[src/rtl/pslt_pkg.sv]
`default_nettype none

package pslt_pkg;

    // ==========================================================
    // register map (byte offsets from the function's memory base)
    // ==========================================================
    localparam logic [7:0]  PSLT_BAR_CFG_OFFSET   = 8'h10;
    localparam logic [7:0]  PSLT_PERIODIC_START   = 8'h40;
    localparam logic [7:0]  PSLT_LOWSPEED_THRESH  = 8'h44;

    // ==========================================================
    // field layout and reset values
    // ==========================================================
    localparam int          PSLT_FR_W             = 14;
    localparam int          PSLT_LST_W            = 12;
    localparam logic [13:0] PSLT_PS_RESET         = 14'h0000;
    localparam logic [11:0] PSLT_LST_RESET        = 12'h0628;

    // ==========================================================
    // register access port
    // ==========================================================
    typedef struct packed {
        logic        wr;
        logic        rd;
        logic [7:0]  addr;
        logic [31:0] wdata;
    } pslt_req_t;

    typedef struct packed {
        logic        hit;
        logic [31:0] rdata;
    } pslt_rsp_t;

    // scheduler view of the frame
    typedef enum logic [1:0] {
        PSLT_NONPERIODIC = 2'b00,
        PSLT_DRAIN       = 2'b01,
        PSLT_PERIODIC    = 2'b10
    } pslt_phase_t;

endpackage : pslt_pkg

`default_nettype wire

[src/rtl/pslt_frame_counter.sv]
`timescale 1ns/10ps
`default_nettype none

module pslt_frame_counter
    import pslt_pkg::*;
(
    // clock and reset
    input  wire logic                 clk_i,
    input  wire logic                 rstn_i,
    // bit-time pacing
    input  wire logic                 bit_time_i,
    input  wire logic [13:0]          frame_interval_value_i,
    // count
    output logic [13:0]               frame_remaining_count_o,
    output logic                      frame_start_o
);

    typedef struct packed {
        logic [13:0] cnt;
        logic        sof;
    } pslt_fc_state_t;

    pslt_fc_state_t state_reg;
    pslt_fc_state_t state_next;

    // ==========================================================
    // down counter with reload
    // ==========================================================
    always_comb
    begin
        state_next     = state_reg;
        state_next.sof = 1'b0;
        if (bit_time_i)
        begin
            if (state_reg.cnt == 14'h0000)
            begin
                state_next.cnt = frame_interval_value_i;
                state_next.sof = 1'b1;
            end
            else
            begin
                state_next.cnt = state_reg.cnt - 14'h0001;
            end
        end
    end

    always_ff @(posedge clk_i)
    begin
        if (!rstn_i)
        begin
            state_reg <= '0;
        end
        else
        begin
            state_reg <= state_next;
        end
    end

    assign frame_remaining_count_o = state_reg.cnt;
    assign frame_start_o           = state_reg.sof;

    reload_zero_a: assert property (@(posedge clk_i) disable iff (!rstn_i)
        (bit_time_i && state_reg.cnt == 14'h0000) |=> state_reg.cnt == $past(frame_interval_value_i))
        else $error("frame counter did not reload at zero");

    decrement_a: assert property (@(posedge clk_i) disable iff (!rstn_i)
        (bit_time_i && state_reg.cnt != 14'h0000) |=> state_reg.cnt == $past(state_reg.cnt) - 14'h0001)
        else $error("frame counter did not decrement");

endmodule : pslt_frame_counter

`default_nettype wire

[src/rtl/pslt_core.sv]
`timescale 1ns/10ps
`default_nettype none

module pslt_core
    import pslt_pkg::*;
(
    // clock and reset
    input  wire logic                 clk_i,
    input  wire logic                 rstn_i,
    // register access
    input  wire pslt_pkg::pslt_req_t  req_i,
    output pslt_pkg::pslt_rsp_t       rsp_o,
    // frame timing
    input  wire logic                 bit_time_i,
    input  wire logic [13:0]          frame_interval_value_i,
    output logic [13:0]               frame_remaining_count_o,
    // scheduler
    input  wire logic                 async_busy_i,
    input  wire logic                 ls_request_i,
    output logic                      periodic_priority_o,
    output logic                      interrupt_list_go_o,
    output logic                      ls_start_o,
    output logic                      ls_refused_o
);
    import pslt_pkg::*;

    typedef struct packed {
        logic [13:0]  ps;
        logic [11:0]  lowspeed_commit_threshold;
        pslt_phase_t  phase;
        logic         int_go;
        logic         ls_go;
        logic         ls_no;
        pslt_rsp_t    rsp;
    } pslt_state_t;

    pslt_state_t state_reg;
    pslt_state_t state_next;
    logic [13:0] fr;
    logic        sof;

    function automatic logic ls_fits(input logic [13:0] rem, input logic [11:0] thr);
        ls_fits = rem >= {2'b00, thr};
    endfunction : ls_fits

    pslt_frame_counter u_frame
    (
        .clk_i                   (clk_i),
        .rstn_i                  (rstn_i),
        .bit_time_i              (bit_time_i),
        .frame_interval_value_i  (frame_interval_value_i),
        .frame_remaining_count_o (fr),
        .frame_start_o           (sof)
    );

    // ==========================================================
    // registers and scheduling
    // ==========================================================
    always_comb
    begin
        state_next        = state_reg;
        state_next.int_go = 1'b0;
        state_next.ls_go  = 1'b0;
        state_next.ls_no  = 1'b0;
        state_next.rsp    = '0;
        // reserved bits are simply not stored, so they read back zero
        unique case (req_i.addr)
            PSLT_PERIODIC_START:
            begin
                state_next.rsp.hit = req_i.rd | req_i.wr;
                if (req_i.wr)
                    state_next.ps = req_i.wdata[13:0];
                if (req_i.rd)
                    state_next.rsp.rdata = {18'h0_0000, state_reg.ps};
            end
            PSLT_LOWSPEED_THRESH:
            begin
                state_next.rsp.hit = req_i.rd | req_i.wr;
                if (req_i.wr)
                    state_next.lowspeed_commit_threshold = req_i.wdata[11:0];
                if (req_i.rd)
                    state_next.rsp.rdata = {20'h0_0000, state_reg.lowspeed_commit_threshold};
            end
            default:
            begin
                state_next.rsp = '0;
            end
        endcase
        unique case (state_reg.phase)
            PSLT_NONPERIODIC:
            begin
                if (fr == state_reg.ps && !sof)
                    state_next.phase = PSLT_DRAIN;
            end
            PSLT_DRAIN:
            begin
                // a transfer in flight is never cut short
                if (!async_busy_i)
                begin
                    state_next.phase  = PSLT_PERIODIC;
                    state_next.int_go = 1'b1;
                end
            end
            PSLT_PERIODIC:
            begin
                if (sof)
                    state_next.phase = PSLT_NONPERIODIC;
            end
            default:
            begin
                state_next.phase = PSLT_NONPERIODIC;
            end
        endcase
        if (ls_request_i)
        begin
            state_next.ls_go = ls_fits(fr, state_reg.lowspeed_commit_threshold);
            state_next.ls_no = !ls_fits(fr, state_reg.lowspeed_commit_threshold);
        end
    end

    always_ff @(posedge clk_i)
    begin
        if (!rstn_i)
        begin
            state_reg       <= '0;
            state_reg.ps    <= PSLT_PS_RESET;
            state_reg.lowspeed_commit_threshold   <= PSLT_LST_RESET;
            state_reg.phase <= PSLT_NONPERIODIC;
        end
        else
        begin
            state_reg <= state_next;
        end
    end

    assign rsp_o                   = state_reg.rsp;
    assign frame_remaining_count_o = fr;
    assign periodic_priority_o     = state_reg.phase != PSLT_NONPERIODIC;
    assign interrupt_list_go_o     = state_reg.int_go;
    assign ls_start_o              = state_reg.ls_go;
    assign ls_refused_o            = state_reg.ls_no;

    // ==========================================================
    // checks
    // ==========================================================
    ps_reset_a: assert property (@(posedge clk_i) !rstn_i |=> state_reg.ps == PSLT_PS_RESET)
        else $error("periodic start not cleared by reset");

    ps_write_a: assert property (@(posedge clk_i) disable iff (!rstn_i)
        (req_i.wr && req_i.addr == PSLT_PERIODIC_START) |=> state_reg.ps == $past(req_i.wdata[13:0]))
        else $error("periodic start write lost");

    prio_enter_a: assert property (@(posedge clk_i) disable iff (!rstn_i)
        (state_reg.phase == PSLT_NONPERIODIC && fr == state_reg.ps && !sof) |=> periodic_priority_o)
        else $error("periodic priority not raised");

    no_abort_a: assert property (@(posedge clk_i) disable iff (!rstn_i)
        (state_reg.phase == PSLT_DRAIN && async_busy_i) |=> !interrupt_list_go_o)
        else $error("interrupt list started during busy transfer");

    drain_done_a: assert property (@(posedge clk_i) disable iff (!rstn_i)
        (state_reg.phase == PSLT_DRAIN && !async_busy_i) |=> interrupt_list_go_o ##1 !interrupt_list_go_o)
        else $error("interrupt list not started after transfer");

    ls_gate_a: assert property (@(posedge clk_i) disable iff (!rstn_i)
        ls_start_o |-> $past(ls_request_i) && $past(fr) >= {2'b00, $past(state_reg.lowspeed_commit_threshold)})
        else $error("low-speed started below threshold");

    ls_answer_a: assert property (@(posedge clk_i) disable iff (!rstn_i)
        ls_request_i |=> (ls_start_o ^ ls_refused_o))
        else $error("low-speed request not answered");

    rd_reserved_a: assert property (@(posedge clk_i) disable iff (!rstn_i)
        (req_i.rd && req_i.addr == PSLT_LOWSPEED_THRESH) |=> rsp_o.hit && rsp_o.rdata[31:12] == 20'h0_0000)
        else $error("threshold read wrong");

    ps_read_a: assert property (@(posedge clk_i) disable iff (!rstn_i)
        (req_i.rd && req_i.addr == PSLT_PERIODIC_START) |=> rsp_o.rdata == {18'h0_0000, $past(state_reg.ps)})
        else $error("periodic start read wrong");

    lst_write_a: assert property (@(posedge clk_i) disable iff (!rstn_i)
        (req_i.wr && req_i.addr == PSLT_LOWSPEED_THRESH) |=> state_reg.lowspeed_commit_threshold == $past(req_i.wdata[11:0]))
        else $error("threshold write lost");

    ls_refuse_a: assert property (@(posedge clk_i) disable iff (!rstn_i)
        ls_refused_o |-> $past(ls_request_i) && $past(fr) < {2'b00, $past(state_reg.lowspeed_commit_threshold)})
        else $error("low-speed refused above threshold");

    // priority must survive a busy drain, only the frame start ends it
    prio_hold_a: assert property (@(posedge clk_i) disable iff (!rstn_i)
        (periodic_priority_o && !sof) |=> periodic_priority_o)
        else $error("periodic priority dropped inside frame");

    prio_drop_a: assert property (@(posedge clk_i) disable iff (!rstn_i)
        (state_reg.phase == PSLT_PERIODIC && sof) |=> !periodic_priority_o)
        else $error("periodic priority kept past frame start");

    go_drain_only_a: assert property (@(posedge clk_i) disable iff (!rstn_i)
        (state_reg.phase != PSLT_DRAIN) |=> !interrupt_list_go_o)
        else $error("interrupt list started outside drain");

    rsp_idle_a: assert property (@(posedge clk_i) disable iff (!rstn_i)
        (!req_i.rd && !req_i.wr) |=> rsp_o == '0)
        else $error("response without access");

    miss_zero_a: assert property (@(posedge clk_i) disable iff (!rstn_i)
        (req_i.addr != PSLT_PERIODIC_START && req_i.addr != PSLT_LOWSPEED_THRESH) |=> rsp_o == '0)
        else $error("unmapped offset answered");

endmodule : pslt_core

`default_nettype wire

[config.mk]
export PLATFORM = sky130hd
export DESIGN_NAME = pslt_core
export DESIGN_NICKNAME = d
export VERILOG_FILES = /design/src/rtl/pslt_pkg.sv /design/src/rtl/pslt_frame_counter.sv /design/src/rtl/pslt_core.sv
export SDC_FILE = /design/constraint.sdc
export NUM_CORES = 1
export LEC_CHECK = 0
export BUFFER_PORTS_ARGS = -buffer_cell sky130_fd_sc_hd__buf_4
export CORE_AREA = 2 2 87 89
export CTS_BUF_LIST = sky130_fd_sc_hd__clkbuf_2
export DETAILED_ROUTE_END_ITERATION = 10
export DIE_AREA = 0 0 89 91
export GPL_TIMING_DRIVEN = 0
export PLACE_DENSITY = 0.77
export SLEW_MARGIN = 20
export SYNTH_ARGS = -nofsm -noshare
export SYNTH_HDL_FRONTEND = slang
export SYNTH_SLANG_ARGS = --single-unit
[constraint.sdc]
create_clock -name clk_i -period 2 [get_ports clk_i]
set_clock_uncertainty 0.05 [all_clocks]
set_input_delay 0.5 -clock clk_i [delete_from_list [all_inputs] [get_ports clk_i]]
set_output_delay 0.5 -clock clk_i [all_outputs]
set_load 0.03 [all_outputs]
==> results of run 1 <==
==> how the worst max path moves through the flow <==
stage               slack [ps]                                        startpoint                                               to
finish                      40   u_frame.frame_remaining_count_o[1]$_SDFFE_PN0P_  u_frame.frame_remaining_count_o[9]$_SDFFE_PN0P_
global placement          -240                                         req_i[37]                             rsp_o[11]$_SDFF_PN0_
floorplan                   20   u_frame.frame_remaining_count_o[0]$_SDFFE_PN0P_  u_frame.frame_remaining_count_o[9]$_SDFFE_PN0P_
CTS                          5  u_frame.frame_remaining_count_o[12]$_SDFFE_PN0P_  u_frame.frame_remaining_count_o[9]$_SDFFE_PN0P_
global route               -50   u_frame.frame_remaining_count_o[1]$_SDFFE_PN0P_  u_frame.frame_remaining_count_o[7]$_SDFFE_PN0P_
detailed placement        -280                                         req_i[37]                              rsp_o[3]$_SDFF_PN0_
==> kinds of logic after synthesis <==
logic type | count (synthesis) | share of synthesized area, %
adders and majority gates | 13 | 4.939
DFF | 61 | 37.08
muxes | 3 | 0.9119
AOI/OAI and AO/OA | 82 | 17.02
xor gates and xnor gates | 15 | 3.989
and+or+nand+nor | 146 | 22.57
buffers and inverters | 72 | 13.37
other | 1 | 0.1139
==> timing repair <==
item | 4_1_cts | 5_1_grt
gates resized for setup | 6 | 25
pin swaps | 3 | 4
endpoints found under the setup margin | 13 | 13
cloned | 0 | 2
buffers inserted | 1 | 3
==> worst max-delay path, stage by stage (launching register included) <==
cell and delay [ps]:
dfxtp_4 390, inv_4 60, ha_4 130, or3b_4 410
nor4_4 270, buf_6 180, buf_6 120, nor3b_1 50
a21oi_1 140, o21ai_1 80
==> power breakdown <==
group	total (uW)	switching (uW)	internal (uW)
clock network	597	432	165
logic	2720	1470	1250
registers	1610	237	1370
==> metal layers <==
layer / wire [um] / vias to the layer above / track usage (%)
met5: 0 / - / 0
met4: 181 / 0 / 9.950
met3: 578 / 17 / 4.000
met2: 4089 / 119 / 34.76
met1: 3669 / 1400 / 28.64
li1: - / 1526 / -
==> through the flow <==
step / total power, uW / hold slack, ps
finish: 4930 / 98.02
global route: 5239 / 70.11
CTS: 4580 / 83.44
detailed placement: 3898 / 422.7
global placement: 3858 / 411.1
floorplan: 3258 / 397.7
==> cell usage in the layout (no fill, tap or decap), types with 2 or more instances in the layout <==
cell type and count:
a21boi_0 19, a21boi_1 4, a21oi_1 15, a22oi_1 12
and3_1 2, and4_1 2, buf_2 4, buf_4 113
buf_6 5, clkbuf_1 10, clkbuf_2 12, clkinv_2 2
conb_1 18, dfxtp_1 54, dfxtp_2 5, dfxtp_4 2
ha_1 12, inv_1 15, mux2i_1 3, nand2_1 55
nand2b_1 2, nand3_1 19, nor2_1 24, nor2_2 2
nor2b_1 3, nor3_1 10, nor3b_1 3, nor3b_2 2
nor4_1 5, o211ai_1 4, o21a_1 2, o21ai_0 8
o21ai_1 6, o41a_1 2, or3_1 3, xnor2_1 7
xor2_1 8
==> final cells by class <==
cell class / instances / area share, %
Clock inverter: 3 / 0.3231
Inverter: 17 / 1.557
Clock buffer: 12 / 1.410
Sequential cell: 61 / 29.00
Timing Repair Buffer: 80 / 14.69
Buffer: 54 / 8.843
Tap cell: 99 / 2.908
Multi-Input combinational cell: 277 / 41.28
==> impl_metrics.tcl, run 1 <==
set metrics [dict create \
    status "finished clean" \
    nNetsFinal 574 \
    yosys_warnings 0 \
    finalWorstPathRequiredPeriod_ps 1962 \
    worstHoldStart "async_busy_i" \
    grt_start_max_net_pins 11 \
    required_ps 2360 \
    crit_path_end_kind "flip-flop" \
    wl_um 8519 \
    setup_viol 0 \
    largest_reg_flops 28 \
    vias_per_cell 5.078 \
    min_to "interrupt_list_go_o$_SDFF_PN0_" \
    cp.arrival_ps 2320 \
    reg2reg_to "u_frame.frame_remaining_count_o[9]$_SDFFE_PN0P_" \
    relSlewSlack_pct 63.55 \
    drt_iter0_markers 215 \
    gp_congestion 0.8800 \
    synthFlopType "dfxtp_1" \
    fin_ws_ps 38.10 \
    fmax_ghz 0.5097 \
    coreArea_um2 7137 \
    hold_depth 2 \
    antenna_found_initial 0 \
    cts_sinks 61 \
    path_max_fanout 6 \
    post-route-util_pct 59.68 \
    placed_area_um2 4039 \
    power_density_nw_per_um2 1158 \
    area_growth_pct 29.33 \
    port_buffers 74 \
    vdd_ir_drop_max_v 0.0005905 \
    grt-ovfl-total 0 \
    syn-cell-area_um2 3293 \
    netlist_top_cells_area "dfxtp_1 (37%), buf_4 (8.2%), nand2_1 (6.3%)" \
    maxSlewViolCount 0 \
    hold_buffers 0 \
    synthCells 393 \
    p_leak_uw 0.001887 \
    drc 0 \
    ys_ff_latch 61 \
    worst_r2r_path_depth 9 \
    rsz0062_at_grt "yes" \
    synth_common_cells "dfxtp_1 (61), nand2_1 (55), buf_4 (36)" \
    tightest_slew_ps 546.8 \
    vias 3062 \
    ys_seq_area_share_pct 37.08 \
    pin_count 112 \
    h-tree-depth 3 \
    drtAntennaViolNets 0 \
    cts_tree "built" \
    layout-drive-gt1-share_pct 32.74 \
    die_area_um2 8099 \
    synth-edff-count 0 \
    cts_root_buffer "clkbuf_2" \
    antenna_cells 0 \
    grt_pass1_wl_um 13720 \
    initial_core_util_pct 46.14 \
    wire_per_inst_um 14.13 \
    avgSynthCellArea_um2 8.380 \
    first_pass_iters 5 \
    maxCapViolCount 0 \
    hpwlAfterDp_um 6407 \
    grt_pass1_vias 2955 \
    dp_cells 583 \
    cts.path.max_buffers 2 \
    synth_cell_types 52 \
    pre_cts_slack_ps -283.4 \
    crit_type "flip-flop to flip-flop" \
    synth.top_cell.area_share_pct 37.08 \
    finalNonFillerCells 603 \
    r2r-start "u_frame.frame_remaining_count_o[1]$_SDFFE_PN0P_" \
    regToRegSetupSlack_ps 40 \
    fin_crit_sh_pct 98.09 \
    die_y_um 91 \
    netlist.top_cell.by_area "dfxtp_1" \
    nFillCells 653 \
    multiInputGateArea_um2 1758 \
    cts.clk_slew.worst_paths_ps 160 \
    die_w_um 89 \
    cts_made_buffers 9 \
    post-synth-top-count-cell "dfxtp_1" \
    insertion_delay_ps 510 \
    setup_tns_ps 0 \
    critPathLaunchType "flip-flop" \
    row_count 31 \
    layout.area.seq_um2 1235 \
    min_path_type "input pin to flip-flop" \
    grt_util_all_layers_pct 21.94 \
    fin_area_um2 4259 \
    final_hold_viol_count 0 \
    async_reset_ff_share_pct 0 \
]
No activity file was read; power rests on OpenSTA's default activity.
==> run 2, diff against run 1 <==
CORE_AREA = 2 2 84 86   (was 2 2 87 89)
DIE_AREA = 0 0 86 88   (was 0 0 89 91)
PLACE_DENSITY = 0.79   (was 0.77)
clock period = 2.3 ns   (was 2 ns; I/O delays follow)
==> run 2 against run 1 <==
Non-clock buffer count shrank 5. Worst setup slack improved by 130 ps. Sequential power shrank 14%. Critical path depth down 2. Flip-flop and latch count stayed put. Fmax is 7.9% lower. Hold slack improved by 73 ps. Combinational power fell by 25%. Design area is 2.1% lower. Final cell count decreased by 3.8%. Critical path type unchanged. Register-to-register slack better by 130 ps. Sequential share of layout area rose by 0.33 points.
==> impl_metrics.tcl, run 2 (synthesis gave the netlist of run 1 again) <==
set metrics [dict create \
    status "finished clean" \
    wire_per_inst_um 14.46 \
    insertion_delay_ps 510 \
    row_count 30 \
    setup.worst_path.start "u_frame.frame_remaining_count_o[13]$_SDFFE_PN0P_" \
    hold_buffers 0 \
    drt_iter0_markers 269 \
    maxSlewViolCount 0 \
    cts.clk_slew.worst_paths_ps 170 \
    drtAntennaViolNets 0 \
    antenna_found_initial 0 \
    die_w_um 86 \
    p_sw_uw 1782 \
    cts_sinks 61 \
    fin_crit_sh_pct 92.60 \
    setup_tns_ps 0 \
    vias_per_cell 5.324 \
    path_max_fanout 10 \
    grt-ovfl-total 0 \
    layout_commonest_cell "buf_4" \
    hpwlAfterDp_um 6362 \
    cts_tree "built" \
    required_ps 2650 \
    critPathLaunchType "flip-flop" \
    vdd_ir_drop_max_v 0.0004817 \
    coreArea_um2 6644 \
    grt_util_all_layers_pct 22.20 \
    met2WireLength_um 4187 \
    min_path_type "input pin to flip-flop" \
    post-route-util_pct 62.75 \
    power_density_nw_per_um2 1031 \
    worstHoldStart "async_busy_i" \
    route.met3.wl_um 615 \
    initial_core_util_pct 49.57 \
    tightest_slew_ps 564.4 \
    p_clk_share_pct 20.2 \
    crit_type "flip-flop to flip-flop" \
    r2r-start "u_frame.frame_remaining_count_o[13]$_SDFFE_PN0P_" \
    setup_viol 0 \
    grt_start_max_net_pins 11 \
    die_y_um 88 \
    antenna_cells 0 \
    largest_reg_flops 28 \
    port_buffers 74 \
    fmax_ghz 0.4695 \
    wl_met1_um 3413 \
    p_comb_share_pct 47.7 \
    crit_path_end_kind "flip-flop" \
    power_frac_seq_pct 32.1 \
    die_area_um2 7568 \
    internal_power_uw 2514 \
    maxCapViolCount 0 \
    rsz0062_at_grt "yes" \
    placed_area_um2 4013 \
    final_hold_viol_count 0 \
    finalWorstPathRequiredPeriod_ps 2130 \
    layout-drive-gt1-share_pct 28.40 \
    cts_root_buffer "clkbuf_2" \
    top_layer "met4" \
    cts.path.max_buffers 2 \
    grt_pass1_wl_um 12970 \
    swShare_pct 41.47 \
    h-tree-depth 3 \
    vias 3088 \
    grt_pass1_vias 2885 \
    cts_made_buffers 9 \
    gp_congestion 0.9205 \
    final_cell_mix "buf_4 (110), dfxtp_1 (60), nand2_1 (55)" \
    drc 0 \
    p_leak_uw 0.001869 \
    relSlewSlack_pct 62.37 \
    cp.arrival_ps 2480 \
    first_pass_iters 5 \
    whs_ps 171.0 \
    fin_area_um2 4169 \
    wl_um 8384 \
    area_growth_pct 26.60 \
    pin_count 112 \
    nNetsFinal 569 \
]
## run 2: per-layer routing
metal,track usage (%),up-vias
met1,27.45,1429
li1,-,1515
met5,0,-
met2,37.91,123
met3,3.299,21
met4,10.82,0
## run 2: repair_timing
action | CTS | global route
resized for setup | 0 | 2
endpoints found under the setup margin | 0 | 11
buffers inserted | 0 | 0
## run 2: worst paths after layout
check,end,slack [ps],cells after the start
min reg2reg,state_reg[46]$_SDFFE_PN0P_,450,2
max reg2reg,u_frame.frame_remaining_count_o[5]$_SDFFE_PN0P_,170,7
min,interrupt_list_go_o$_SDFF_PN0_,170,2
max,u_frame.frame_remaining_count_o[5]$_SDFFE_PN0P_,170,7
## run 2: worst max-delay path, stage by stage (launching register included)
cell and delay, ps:
dfxtp_1 360, buf_6 140, or4_1 570, nor4_4 450, buf_6 200, o21ai_0 100
nand3_1 90, o21ai_0 80
## run 2: metrics by stage
step                total power (uW)  std cells  setup slack [ps]
floorplan                       2831        410             220.3
global placement                3343        564            -18.35
detailed placement              3393        564            -36.99
CTS                             4261        580             61.61
global route                    4542        580            -24.93
finish                          4296        580             170.3
## run 2: area by class of cell
type,instances,area [um2]
clock buffers,11,55.05
multi-input cells,277,1697
flip-flops and latches,61,1222
plain buffers,55,376.6
well taps,80,100.1
inverters,17,63.81
clock inverters,5,98.84
fillers,606,2475
repair buffers,74,555.5
## run 2: power groups by stage
stage          registers (uW)  logic, uW  clock network, uW
3_3_place_gp             1400       1950                  0
3_5_place_dp             1400       1990                  0
5_1_grt                  1400       2230                909
6_report                 1380       2050                868
4_1_cts                  1380       2010                874
2_1_floorplan            1550       1280                  0
